===== src/include/lsac_pkg.sv =====
// Package for the log set-point and converter control block.
// Assumes one 125 MHz clock; register access by byte address and strobes.
package lsac_pkg;
  localparam int ADDR_W = 6;
  localparam int DATA_W = 8;
  localparam int CODE_W = 10;
  localparam int SEL_W  = 3;

  localparam logic [5:0] ADDR_RESULT_HIGH  = 6'h03;
  localparam logic [5:0] ADDR_RESULT_LOW   = 6'h04;
  localparam logic [5:0] ADDR_CONV_CTRL    = 6'h10;
  localparam logic [5:0] ADDR_RES_CODE     = 6'h12;
  localparam logic [5:0] ADDR_SETPT_HIGH   = 6'h13;
  localparam logic [5:0] ADDR_SETPT_LOW    = 6'h14;

  localparam logic [1:0] OP_READ  = 2'h2;
  localparam logic [1:0] OP_WRITE = 2'h1;

  localparam int SEL_LSB     = 5;
  localparam int SEL_MSB     = 7;
  localparam int DIS_BIT     = 2;
  localparam int HIGH_MSB    = 1;

  localparam logic [7:0] RES_CODE_RST  = 8'hff;
  localparam logic [9:0] SETPT_RST     = 10'h000;
  localparam logic [2:0] SEL_RST       = 3'h0;
  localparam logic       DIS_RST       = 1'b0;

  localparam int CLK_HZ      = 125000000;
  localparam int CONV_US     = 140;
  localparam int SETTLE_US   = 500;
  localparam int CONV_CYC    = CONV_US * (CLK_HZ / 1000000);
  localparam int SETTLE_CYC  = SETTLE_US * (CLK_HZ / 1000000);

  typedef enum logic [2:0] {
    SRC_LOGIC_SUPPLY,
    SRC_LASER_SUPPLY,
    SRC_MAIN_SUPPLY,
    SRC_MONITOR_SENSE,
    SRC_SHUNT_SENSE,
    SRC_NEG_DRIVE,
    SRC_POS_DRIVE,
    SRC_AUX_PIN
  } lsac_src_t;
endpackage


===== src/include/lsac_conv_if.sv =====
// Carrier between the top and the conversion sequencer.
// Assumes both ends share the top's clock.
`timescale 1ns/1ps
interface lsac_conv_if;
  logic [2:0] source_select;
  logic       sel_changed;
  logic       sample_valid;
  logic [9:0] sample_data;
  logic       start_conv;
  logic       result_load;
  logic [9:0] result_data;
  modport ctrl (input source_select, sel_changed, sample_valid, sample_data,
                output start_conv, result_load, result_data);
  modport top  (output source_select, sel_changed, sample_valid, sample_data,
                input start_conv, result_load, result_data);
endinterface


===== src/rtl/lsac_timer.sv =====
// Down counter that pulses done when a loaded count runs out.
// Assumes load wins over a running count.
`timescale 1ns/1ps
module lsac_timer #(
  parameter int CNT_W = 20
) (
  input  wire logic             clk,
  input  wire logic             rst_n,
  input  wire logic             load,
  input  wire logic [CNT_W-1:0] count,
  output logic                  busy,
  output logic                  done
);
  logic [CNT_W-1:0] cnt_r;
  logic             busy_r;
  logic             done_r;
  wire  last_w = busy_r && (cnt_r == CNT_W'(1));

  always_ff @(posedge clk or negedge rst_n) begin
    if (!rst_n) begin
      cnt_r  <= '0;
      busy_r <= 1'b0;
      done_r <= 1'b0;
    end else begin
      done_r <= last_w && !load;
      if (load) begin
        cnt_r  <= count;
        busy_r <= 1'b1;
      end else if (busy_r) begin
        cnt_r  <= cnt_r - CNT_W'(1);
        busy_r <= !last_w;
      end
    end
  end

  assign busy = busy_r;
  assign done = done_r;
endmodule


===== src/rtl/lsac_conv_seq.sv =====
// Continuous conversion sequencer with settling hold-off.
// Assumes the converter front end holds sample_data valid when each conversion count ends; sample_valid is not used.
`timescale 1ns/1ps
module lsac_conv_seq #(
  parameter int CONV_CYCLES   = lsac_pkg::CONV_CYC,
  parameter int SETTLE_CYCLES = lsac_pkg::SETTLE_CYC
) (
  input  wire logic clk,
  input  wire logic rst_n,
  lsac_conv_if.ctrl cif
);
  localparam int CW = $clog2(SETTLE_CYCLES + CONV_CYCLES + 1);
  typedef enum logic [1:0] {ST_IDLE, ST_CONV} lsac_cst_t;
  lsac_cst_t  st_r;
  logic       start_r;
  logic       load_r;
  logic [9:0] res_r;
  logic       conv_busy;
  logic       conv_done;
  logic       settle_busy;

  // Settling window restarts on each select change
  lsac_timer #(.CNT_W(CW)) u_settle (
    .clk(clk), .rst_n(rst_n), .load(cif.sel_changed),
    .count(CW'(SETTLE_CYCLES)), .busy(settle_busy), .done());

  lsac_timer #(.CNT_W(CW)) u_conv (
    .clk(clk), .rst_n(rst_n), .load(start_r),
    .count(CW'(CONV_CYCLES)), .busy(conv_busy), .done(conv_done));

  always_ff @(posedge clk or negedge rst_n) begin
    if (!rst_n) begin
      st_r    <= ST_IDLE;
      start_r <= 1'b0;
      load_r  <= 1'b0;
      res_r   <= '0;
    end else begin
      start_r <= 1'b0;
      load_r  <= 1'b0;
      unique case (st_r)
        ST_IDLE: begin
          start_r <= 1'b1;
          st_r    <= ST_CONV;
        end
        ST_CONV: begin
          if (conv_done) begin
            // Results during settling are dropped, old value stays
            if (!settle_busy && !cif.sel_changed) begin
              load_r <= 1'b1;
              res_r  <= cif.sample_data;
            end
            st_r <= ST_IDLE;
          end
        end
      endcase
    end
  end

  assign cif.start_conv  = start_r;
  assign cif.result_load = load_r;
  assign cif.result_data = res_r;
endmodule


===== src/rtl/lsac_top.sv =====
// Register file and analog control outputs of the log set-point block.
// Assumes a decoded serial byte port: opcode, address, write data and one strobe.
`timescale 1ns/1ps

// Overview of operation
// Resistor code drives monotonic log resistor select
// Code 0xFF is maximum; reset value 0xFF
// Control bit 2 disables internal resistor
// Current mode drops resistor from loop only
// Software sets disable for external resistor
// Set-point code split over two registers
// Set-point maps monotonically onto reference level
// Reference converter follows code in all modes
// Software power-mode calibration procedure
// Software current-mode calibration procedure
// Three-bit source select routes converter input
// Converter runs continuously without trigger
// Each conversion takes 140 microseconds
// Source change needs 500 microseconds settling
// No end flag; last valid result shown
// Result is read-only, split over two registers
// Software reads result halves back to back
// Serial opcode: 10 read, 01 write
// Old result kept until settled conversion
// Intervals timed by counted clock cycles
module lsac_top #(
  parameter int CONV_CYCLES   = lsac_pkg::CONV_CYC,
  parameter int SETTLE_CYCLES = lsac_pkg::SETTLE_CYC
) (
  // Clock and reset
  input  wire logic       CLK,
  input  wire logic       RSTN,
  // Register port from serial decoder
  input  wire logic [1:0] REG_OPCODE,
  input  wire logic [5:0] REG_ADDR,
  input  wire logic [7:0] REG_WDATA,
  input  wire logic       REG_STROBE,
  output logic      [7:0] REG_RDATA,
  output logic            REG_RVALID,
  // Operating mode
  input  wire logic       CURRENT_CONTROL_LOOP,
  // Converter front end
  input  wire logic       SAMPLE_VALID,
  input  wire logic [9:0] SAMPLE_DATA,
  output logic            CONV_START,
  output logic      [2:0] CONV_SOURCE,
  // Analog helpers
  output logic      [7:0] LOG_MONITOR_RESISTOR,
  output logic            RESISTOR_ENABLE,
  output logic            RESISTOR_IN_LOOP,
  output logic      [9:0] SETPOINT_CODE
);
  lsac_conv_if cif ();

  logic [7:0] res_code_r;
  logic [7:0] res_code_nxt;
  logic       dis_r;
  logic       dis_nxt;
  logic [2:0] sel_r;
  logic [2:0] sel_nxt;
  logic [9:0] setpt_r;
  logic [9:0] setpt_nxt;
  logic [9:0] result_r;
  logic [7:0] rdata_r;
  logic       rvalid_r;
  logic       start_o_r;
  logic [2:0] src_o_r;
  logic [7:0] res_o_r;
  logic       en_o_r;
  logic       loop_o_r;
  logic [9:0] setpt_o_r;
  logic       sel_chg_r;

  // Serial access decode
  wire wr_w = REG_STROBE && (REG_OPCODE == lsac_pkg::OP_WRITE);
  wire rd_w = REG_STROBE && (REG_OPCODE == lsac_pkg::OP_READ);
  wire wr_ctrl_w  = wr_w && (REG_ADDR == lsac_pkg::ADDR_CONV_CTRL);
  wire wr_res_w   = wr_w && (REG_ADDR == lsac_pkg::ADDR_RES_CODE);
  wire wr_sph_w   = wr_w && (REG_ADDR == lsac_pkg::ADDR_SETPT_HIGH);
  wire wr_spl_w   = wr_w && (REG_ADDR == lsac_pkg::ADDR_SETPT_LOW);
  wire [2:0] wsel_w = REG_WDATA[lsac_pkg::SEL_MSB:lsac_pkg::SEL_LSB];

  function automatic logic [7:0] read_mux(input logic [5:0] a, input logic [9:0] res,
                                          input logic [2:0] sel, input logic dis,
                                          input logic [7:0] rc, input logic [9:0] sp);
    logic [7:0] v;
    v = 8'h00;
    unique case (a)
      lsac_pkg::ADDR_RESULT_HIGH: v = {6'h00, res[9:8]};
      lsac_pkg::ADDR_RESULT_LOW:  v = res[7:0];
      lsac_pkg::ADDR_CONV_CTRL:   v = {sel, 2'h0, dis, 2'h0};
      lsac_pkg::ADDR_RES_CODE:    v = rc;
      lsac_pkg::ADDR_SETPT_HIGH:  v = {6'h00, sp[9:8]};
      lsac_pkg::ADDR_SETPT_LOW:   v = sp[7:0];
      default:                    v = 8'h00;
    endcase
    return v;
  endfunction

  assign res_code_nxt = wr_res_w ? REG_WDATA : res_code_r;
  assign dis_nxt      = wr_ctrl_w ? REG_WDATA[lsac_pkg::DIS_BIT] : dis_r;
  assign sel_nxt      = wr_ctrl_w ? wsel_w : sel_r;
  assign setpt_nxt    = {wr_sph_w ? REG_WDATA[lsac_pkg::HIGH_MSB:0] : setpt_r[9:8],
                         wr_spl_w ? REG_WDATA : setpt_r[7:0]};

  always_ff @(posedge CLK or negedge RSTN) begin
    if (!RSTN) begin
      res_code_r <= lsac_pkg::RES_CODE_RST;
      dis_r      <= lsac_pkg::DIS_RST;
      sel_r      <= lsac_pkg::SEL_RST;
      setpt_r    <= lsac_pkg::SETPT_RST;
      sel_chg_r  <= 1'b0;
    end else begin
      res_code_r <= res_code_nxt;
      dis_r      <= dis_nxt;
      sel_r      <= sel_nxt;
      setpt_r    <= setpt_nxt;
      sel_chg_r  <= wr_ctrl_w && (wsel_w != sel_r);
    end
  end

  // Result store; no write path reaches it
  always_ff @(posedge CLK or negedge RSTN) begin
    if (!RSTN) begin
      result_r <= '0;
    end else if (cif.result_load) begin
      result_r <= cif.result_data;
    end
  end

  always_ff @(posedge CLK or negedge RSTN) begin
    if (!RSTN) begin
      rdata_r  <= 8'h00;
      rvalid_r <= 1'b0;
    end else begin
      rvalid_r <= rd_w;
      if (rd_w) begin
        rdata_r <= read_mux(REG_ADDR, result_r, sel_r, dis_r, res_code_r, setpt_r);
      end
    end
  end

  // Registered analog controls; mode never gates the reference
  always_ff @(posedge CLK or negedge RSTN) begin
    if (!RSTN) begin
      start_o_r <= 1'b0;
      src_o_r   <= lsac_pkg::SEL_RST;
      res_o_r   <= lsac_pkg::RES_CODE_RST;
      en_o_r    <= 1'b1;
      loop_o_r  <= 1'b0;
      setpt_o_r <= lsac_pkg::SETPT_RST;
    end else begin
      start_o_r <= cif.start_conv;
      src_o_r   <= sel_r;
      res_o_r   <= res_code_r;
      en_o_r    <= !dis_r;
      loop_o_r  <= !dis_r && !CURRENT_CONTROL_LOOP;
      setpt_o_r <= setpt_r;
    end
  end

  assign cif.source_select = sel_r;
  assign cif.sel_changed   = sel_chg_r;
  assign cif.sample_valid  = SAMPLE_VALID;
  assign cif.sample_data   = SAMPLE_DATA;

  // Cycle-counted intervals
  lsac_conv_seq #(
    .CONV_CYCLES(CONV_CYCLES),
    .SETTLE_CYCLES(SETTLE_CYCLES)
  ) u_seq (
    .clk(CLK),
    .rst_n(RSTN),
    .cif(cif)
  );

  assign REG_RDATA            = rdata_r;
  assign REG_RVALID           = rvalid_r;
  assign CONV_START           = start_o_r;
  assign CONV_SOURCE          = src_o_r;
  assign LOG_MONITOR_RESISTOR = res_o_r;
  assign RESISTOR_ENABLE      = en_o_r;
  assign RESISTOR_IN_LOOP     = loop_o_r;
  assign SETPOINT_CODE        = setpt_o_r;
endmodule


===== config.mk =====
export PLATFORM = sky130hd
export DESIGN_NAME = lsac_top
export DESIGN_NICKNAME = d
export VERILOG_FILES = /design/src/include/lsac_pkg.sv /design/src/include/lsac_conv_if.sv /design/src/rtl/lsac_timer.sv /design/src/rtl/lsac_conv_seq.sv /design/src/rtl/lsac_top.sv
export SDC_FILE = /design/constraint.sdc
export NUM_CORES = 1
export LEC_CHECK = 0
export ABC_CLOCK_PERIOD_IN_PS = 4100
export BUFFER_PORTS_ARGS = -buffer_cell sky130_fd_sc_hd__buf_2
export CAP_MARGIN = 5
export CORE_UTILIZATION = 55
export DETAILED_ROUTE_END_ITERATION = 16
export GPL_TIMING_DRIVEN = 1
export PLACE_DENSITY = 0.73
export SYNTH_ARGS = -nofsm -noshare
export SYNTH_HDL_FRONTEND = slang
export SYNTH_HIERARCHICAL = 1
export SYNTH_SLANG_ARGS = --single-unit

===== constraint.sdc =====
create_clock -name CLK -period 4.1 [get_ports CLK]
set_input_delay 0.205 -clock CLK [delete_from_list [all_inputs] [get_ports CLK]]
set_output_delay 0.205 -clock CLK [all_outputs]
set_load 0.05 [all_outputs]

## Word-level counts from Yosys, hierarchy flattened

Index checks and enable logic that the tools add are counted.

| word-level totals | value |
|---|---|
| output and inout bits | 33 |
| logic and storage cells | 77 |
| bits in registers | 117 |
| bits of input ports | 31 |

| cells by class | value |
|---|---|
| equal/unequal tests | 13 |
| reductions and logical operators | 23 |
| add/sub/neg operators | 2 |
| muxes and demuxes | 15 |

Operator list:

| operator | number |
|---|---|
| 17-bit two-way mux | 4 |
| 8-bit case mux with 6 select lines | 1 |
| 17-bit by 1-bit equality test with 1-bit output, second input constant | 2 |
| 17-bit by 1-bit subtractor with 17-bit output, second input constant | 2 |
| 6-bit by 5-bit equality test with 1-bit output, second input constant | 4 |
| 1-bit logical AND | 12 |
| 1-bit two-way mux | 8 |
| 1-bit zero test | 7 |
| 6-bit by 2-bit equality test with 1-bit output, second input constant | 1 |
| 6-bit by 3-bit equality test with 1-bit output, second input constant | 1 |
| 2-bit by 1-bit equality test with 1-bit output, second input constant | 2 |
| 2-bit case mux with 2 select lines | 1 |
| 2-bit nonzero test | 2 |
| 3-bit inequality test | 1 |
| 3-bit AND reduction | 1 |
| 2-bit equality test, second input constant | 1 |
| 2-bit zero test | 1 |
| 2-bit two-way mux | 1 |
| 2-bit inequality test, second input constant | 1 |

## Logic depth before layout (Yosys ltp)

| logic depth | value |
|---|---|
| word-level depth | 5 |
| gate-level depth with buffers | 7 |
| gate-level depth less buffers | 6 |

## By module

Netlist, hierarchy kept.

Modules (own cells, without submodules):

| module | cells an instance | times used | area each (um^2) | sequential area each (um^2) |
|---|---|---|---|---|
| lsac_top | 166 | 1 | 2583.7 | 1672.9 |
| lsac_timer | 110 | 2 | 1072.3 | 475.5 |
| lsac_conv_seq | 29 | 1 | 523.0 | 325.3 |

## Worst setup path after synthesis

Ideal clock, no wire load.

| timing path | value |
|---|---|
| kind | register to register |
| start point | reg u_seq.u_conv.cnt_r[0] |
| end point | reg u_seq.u_conv.cnt_r[14] |
| library setup time | 125 ps |
| clock period less this slack | 1666 ps |
| data required time | 3975 ps |
| path slack | 2434 ps |
| path buffers | 1 |
| stages on the path, launching flop included | 8 |
| arrival time | 1542 ps |
| cells stage by stage | dfrtp_1 inv_1 ha_1 nor4bb_1 buf_2 nand4_1 xnor2_1 mux2_2 |

| on the way | value |
|---|---|
| word-level cells in the longest chain between the ends | 3 |

Ends and longest elaborated chain:

| what | line | text |
|---|---|---|
| start: declaration | lsac_timer.sv:14 | `logic [CNT_W-1:0] cnt_r;` |
| start signal: assignment | lsac_timer.sv:27 | `cnt_r <= count;` |
| start signal: assignment | lsac_timer.sv:30 | `cnt_r <= cnt_r - CNT_W'(1);` |
| 17-bit by 1-bit subtractor with 17-bit output | lsac_timer.sv:30 |  |
| 17-bit two-way mux | lsac_timer.sv:29 | `end else if (busy_r) begin` |
| 17-bit two-way mux | lsac_timer.sv:26 | `if (load) begin` |

Every way passes these cells. The select of a mux whose other input is x is not followed.
A chain may end at the register's enable or synchronous reset.

## Final worst setup path

Same ends and word-level chain as after synthesis.

==> results_dict.tcl <==
set metrics [dict create \
    place_congestion 0.780 \
    synth-warning-count 6 \
    critPathMaxFanout 7 \
    drv_slew 0 \
    status "completed" \
    grt.overflow.total 0 \
    coreArea_um2 9200 \
    holdPathEnd "REG_RDATA[1]$_DFFE_PN0P_" \
    first_pass_iters 6 \
    avgSynthCellArea_um2 12.6 \
    crit_type "reg2reg" \
    setup_violations 0 \
    ioPinCount 64 \
    fmax_mhz 419 \
    r2r-start "u_seq/u_conv/cnt_r[0]$_DFFE_PN0P_" \
    grt_pass1_vias 3452 \
    end_kind "flop" \
    drt_wl_total_um 10100 \
    powerDensity_nw_per_um2 517 \
    clock_latency_ns 0.51 \
    layout-drive-gt1-share_pct 31.7 \
    finalSetupTns_ns 0 \
    irDropWorstVdd_mv 0.491 \
    grt_pass1_wl_um 16900 \
    numPortBuffers 62 \
    grt_setup_unrepaired "false" \
    slew_headroom_pct 23.7 \
    timing.final.crit_share_pct 58.3 \
    initial_utilization_pct 56.7 \
    rr_worst_depth 6 \
    dp.cells 605 \
    grt_antenna_before_repair 0 \
    synth_area_um2 5210 \
    grtUsageTotal_pct 22.8 \
    wl_per_cell_um 15.4 \
    hold_path_depth 3 \
    worst_slew_pin_slew_ns 1.13 \
    rrSetupSlack_ns 1.71 \
    cts_buffers 17 \
    fin_nets 568 \
    hpwlAfterDp_um 6340 \
    clock_sinks 116 \
    htree_levels 4 \
    grt_max_degree 92 \
    viasPerCell 5.34 \
    vias 3509 \
    stdcell_count 657 \
    crit_required_ns 4.50 \
    die-area_um2 9870 \
    hold_viol_final 0 \
    cts.path.max_buffers 2 \
    area_delta_synth_final_pct 26.2 \
    crit_arrival_ns 2.79 \
    clock-root-buffer "clkbuf_8" \
    antenna_cells 0 \
    final.min_clock_period_ns 2.39 \
    hold_path.class "in2reg" \
    cts_tree "done" \
    netlist_instances 413 \
    ant_nets 0 \
    hold_start "REG_ADDR[3]" \
    drc 0 \
    path_clk_slew_ns 0.06 \
    power_leakage_nw 3.00 \
    dieWidth_um 99.4 \
    r2r-end "u_seq/u_conv/cnt_r[14]$_DFFE_PN0P_" \
    drtIter0Drc 129 \
    rows 35 \
    die_h_um 99.4 \
    max-cap-violations 0 \
    finClkSkew_ns 0.00777 \
    start_kind "flop" \
]
==> power breakdown <==
group | switching, W | internal, W | leakage [nW] | total (W)
clock network | 0.000487 | 0.00111 | 0.318 | 0.00160
registers | 0.000148 | 0.00126 | 1.43 | 0.00141
logic | 0.000231 | 0.000162 | 1.26 | 0.000393
==> cells in the final DEF (no fill, tap or decap), types with 17 or more instances in the layout <==
| master | n |
|---|---|
| buf_2 | 61 |
| o21ai_0 | 35 |
| mux2_4 | 17 |
| nand2_1 | 43 |
| xor2_1 | 23 |
| dlygate4sd3_1 | 20 |
| dfrtp_1 | 99 |
| conb_1 | 34 |
| dfstp_2 | 17 |
| mux2_2 | 27 |
==> timing repair <==
item                                   CTS  global route
hold buffers                            20             0
gates resized for setup                  0             0
endpoints found under the hold margin  111             0
buffers inserted                         0             0
==> worst max path at each step <==
stage / start / end / slack (ns) / depth (start not counted)
6_report: u_seq/u_conv/cnt_r[0]$_DFFE_PN0P_ / u_seq/u_conv/cnt_r[14]$_DFFE_PN0P_ / 1.71 / 6
5_1_grt: u_seq/u_conv/cnt_r[0]$_DFFE_PN0P_ / u_seq/u_conv/cnt_r[14]$_DFFE_PN0P_ / 1.48 / 6
4_1_cts: u_seq/u_conv/cnt_r[0]$_DFFE_PN0P_ / u_seq/u_conv/cnt_r[14]$_DFFE_PN0P_ / 1.69 / 6
3_5_place_dp: u_seq/u_conv/cnt_r[0]$_DFFE_PN0P_ / u_seq/u_conv/cnt_r[14]$_DFFE_PN0P_ / 1.70 / 6
3_3_place_gp: u_seq/u_conv/cnt_r[0]$_DFFE_PN0P_ / u_seq/u_conv/cnt_r[14]$_DFFE_PN0P_ / 1.73 / 6
2_1_floorplan: u_seq/u_conv/cnt_r[0]$_DFFE_PN0P_ / u_seq/u_conv/cnt_r[14]$_DFFE_PN0P_ / 2.43 / 7
==> layer usage <==
metal	part of all wire [%]	up-vias	global-route usage, %
met5	0	-	0
met4	1.6	0	9.73
met3	3.5	13	6.61
met2	48	69	36.0
met1	47	1745	29.5
li1	-	1682	-
==> critical path, cell delays in order, from the launching register on <==
cell and delay, ns:
dfrtp_1 0.44, inv_1 0.09, ha_1 0.15, nor4bb_1 0.95, nand4_1 0.21, xnor2_1 0.18, mux2_2 0.25
==> metrics by stage <==
stage               util [%]  setup WS (ns)  hold WS, ns  area, µm²  total power, W
floorplan                  -           2.43      -0.0906       5330         0.00167
detailed placement      62.3           1.70        0.353       5730         0.00179
CTS                     71.5           1.69        0.122       6580         0.00343
finish                  71.5           1.71        0.138       6580         0.00340
global placement        62.3           1.73        0.357       5730         0.00178
global route            71.5           1.48        0.122       6580         0.00354
==> registers in the layout, summed over array words and instances (netlist names), 3 cells and up <==
| register | cells |
|---|---|
| u_seq/u_conv/cnt_r | 17 |
| setpt_r | 10 |
| SETPOINT_CODE | 10 |
| REG_RDATA | 8 |
| u_seq/u_settle/cnt_r | 17 |
| u_seq/cif.result_data | 10 |
| result_r | 10 |
| CONV_SOURCE | 3 |
| LOG_MONITOR_RESISTOR | 8 |
| res_code_r | 8 |
| cif.source_select | 3 |
==> final cells by class <==
cell class,count,area [µm²]
Sequential cell,116,2920
Multi-Input combinational cell,302,2280
Clock inverter,9,173
Inverter,10,37.5
Fill cell,647,2620
Clock buffer,23,477
Timing Repair Buffer,86,543
Tap cell,111,139
No activity file was read; power rests on OpenSTA's default activity.
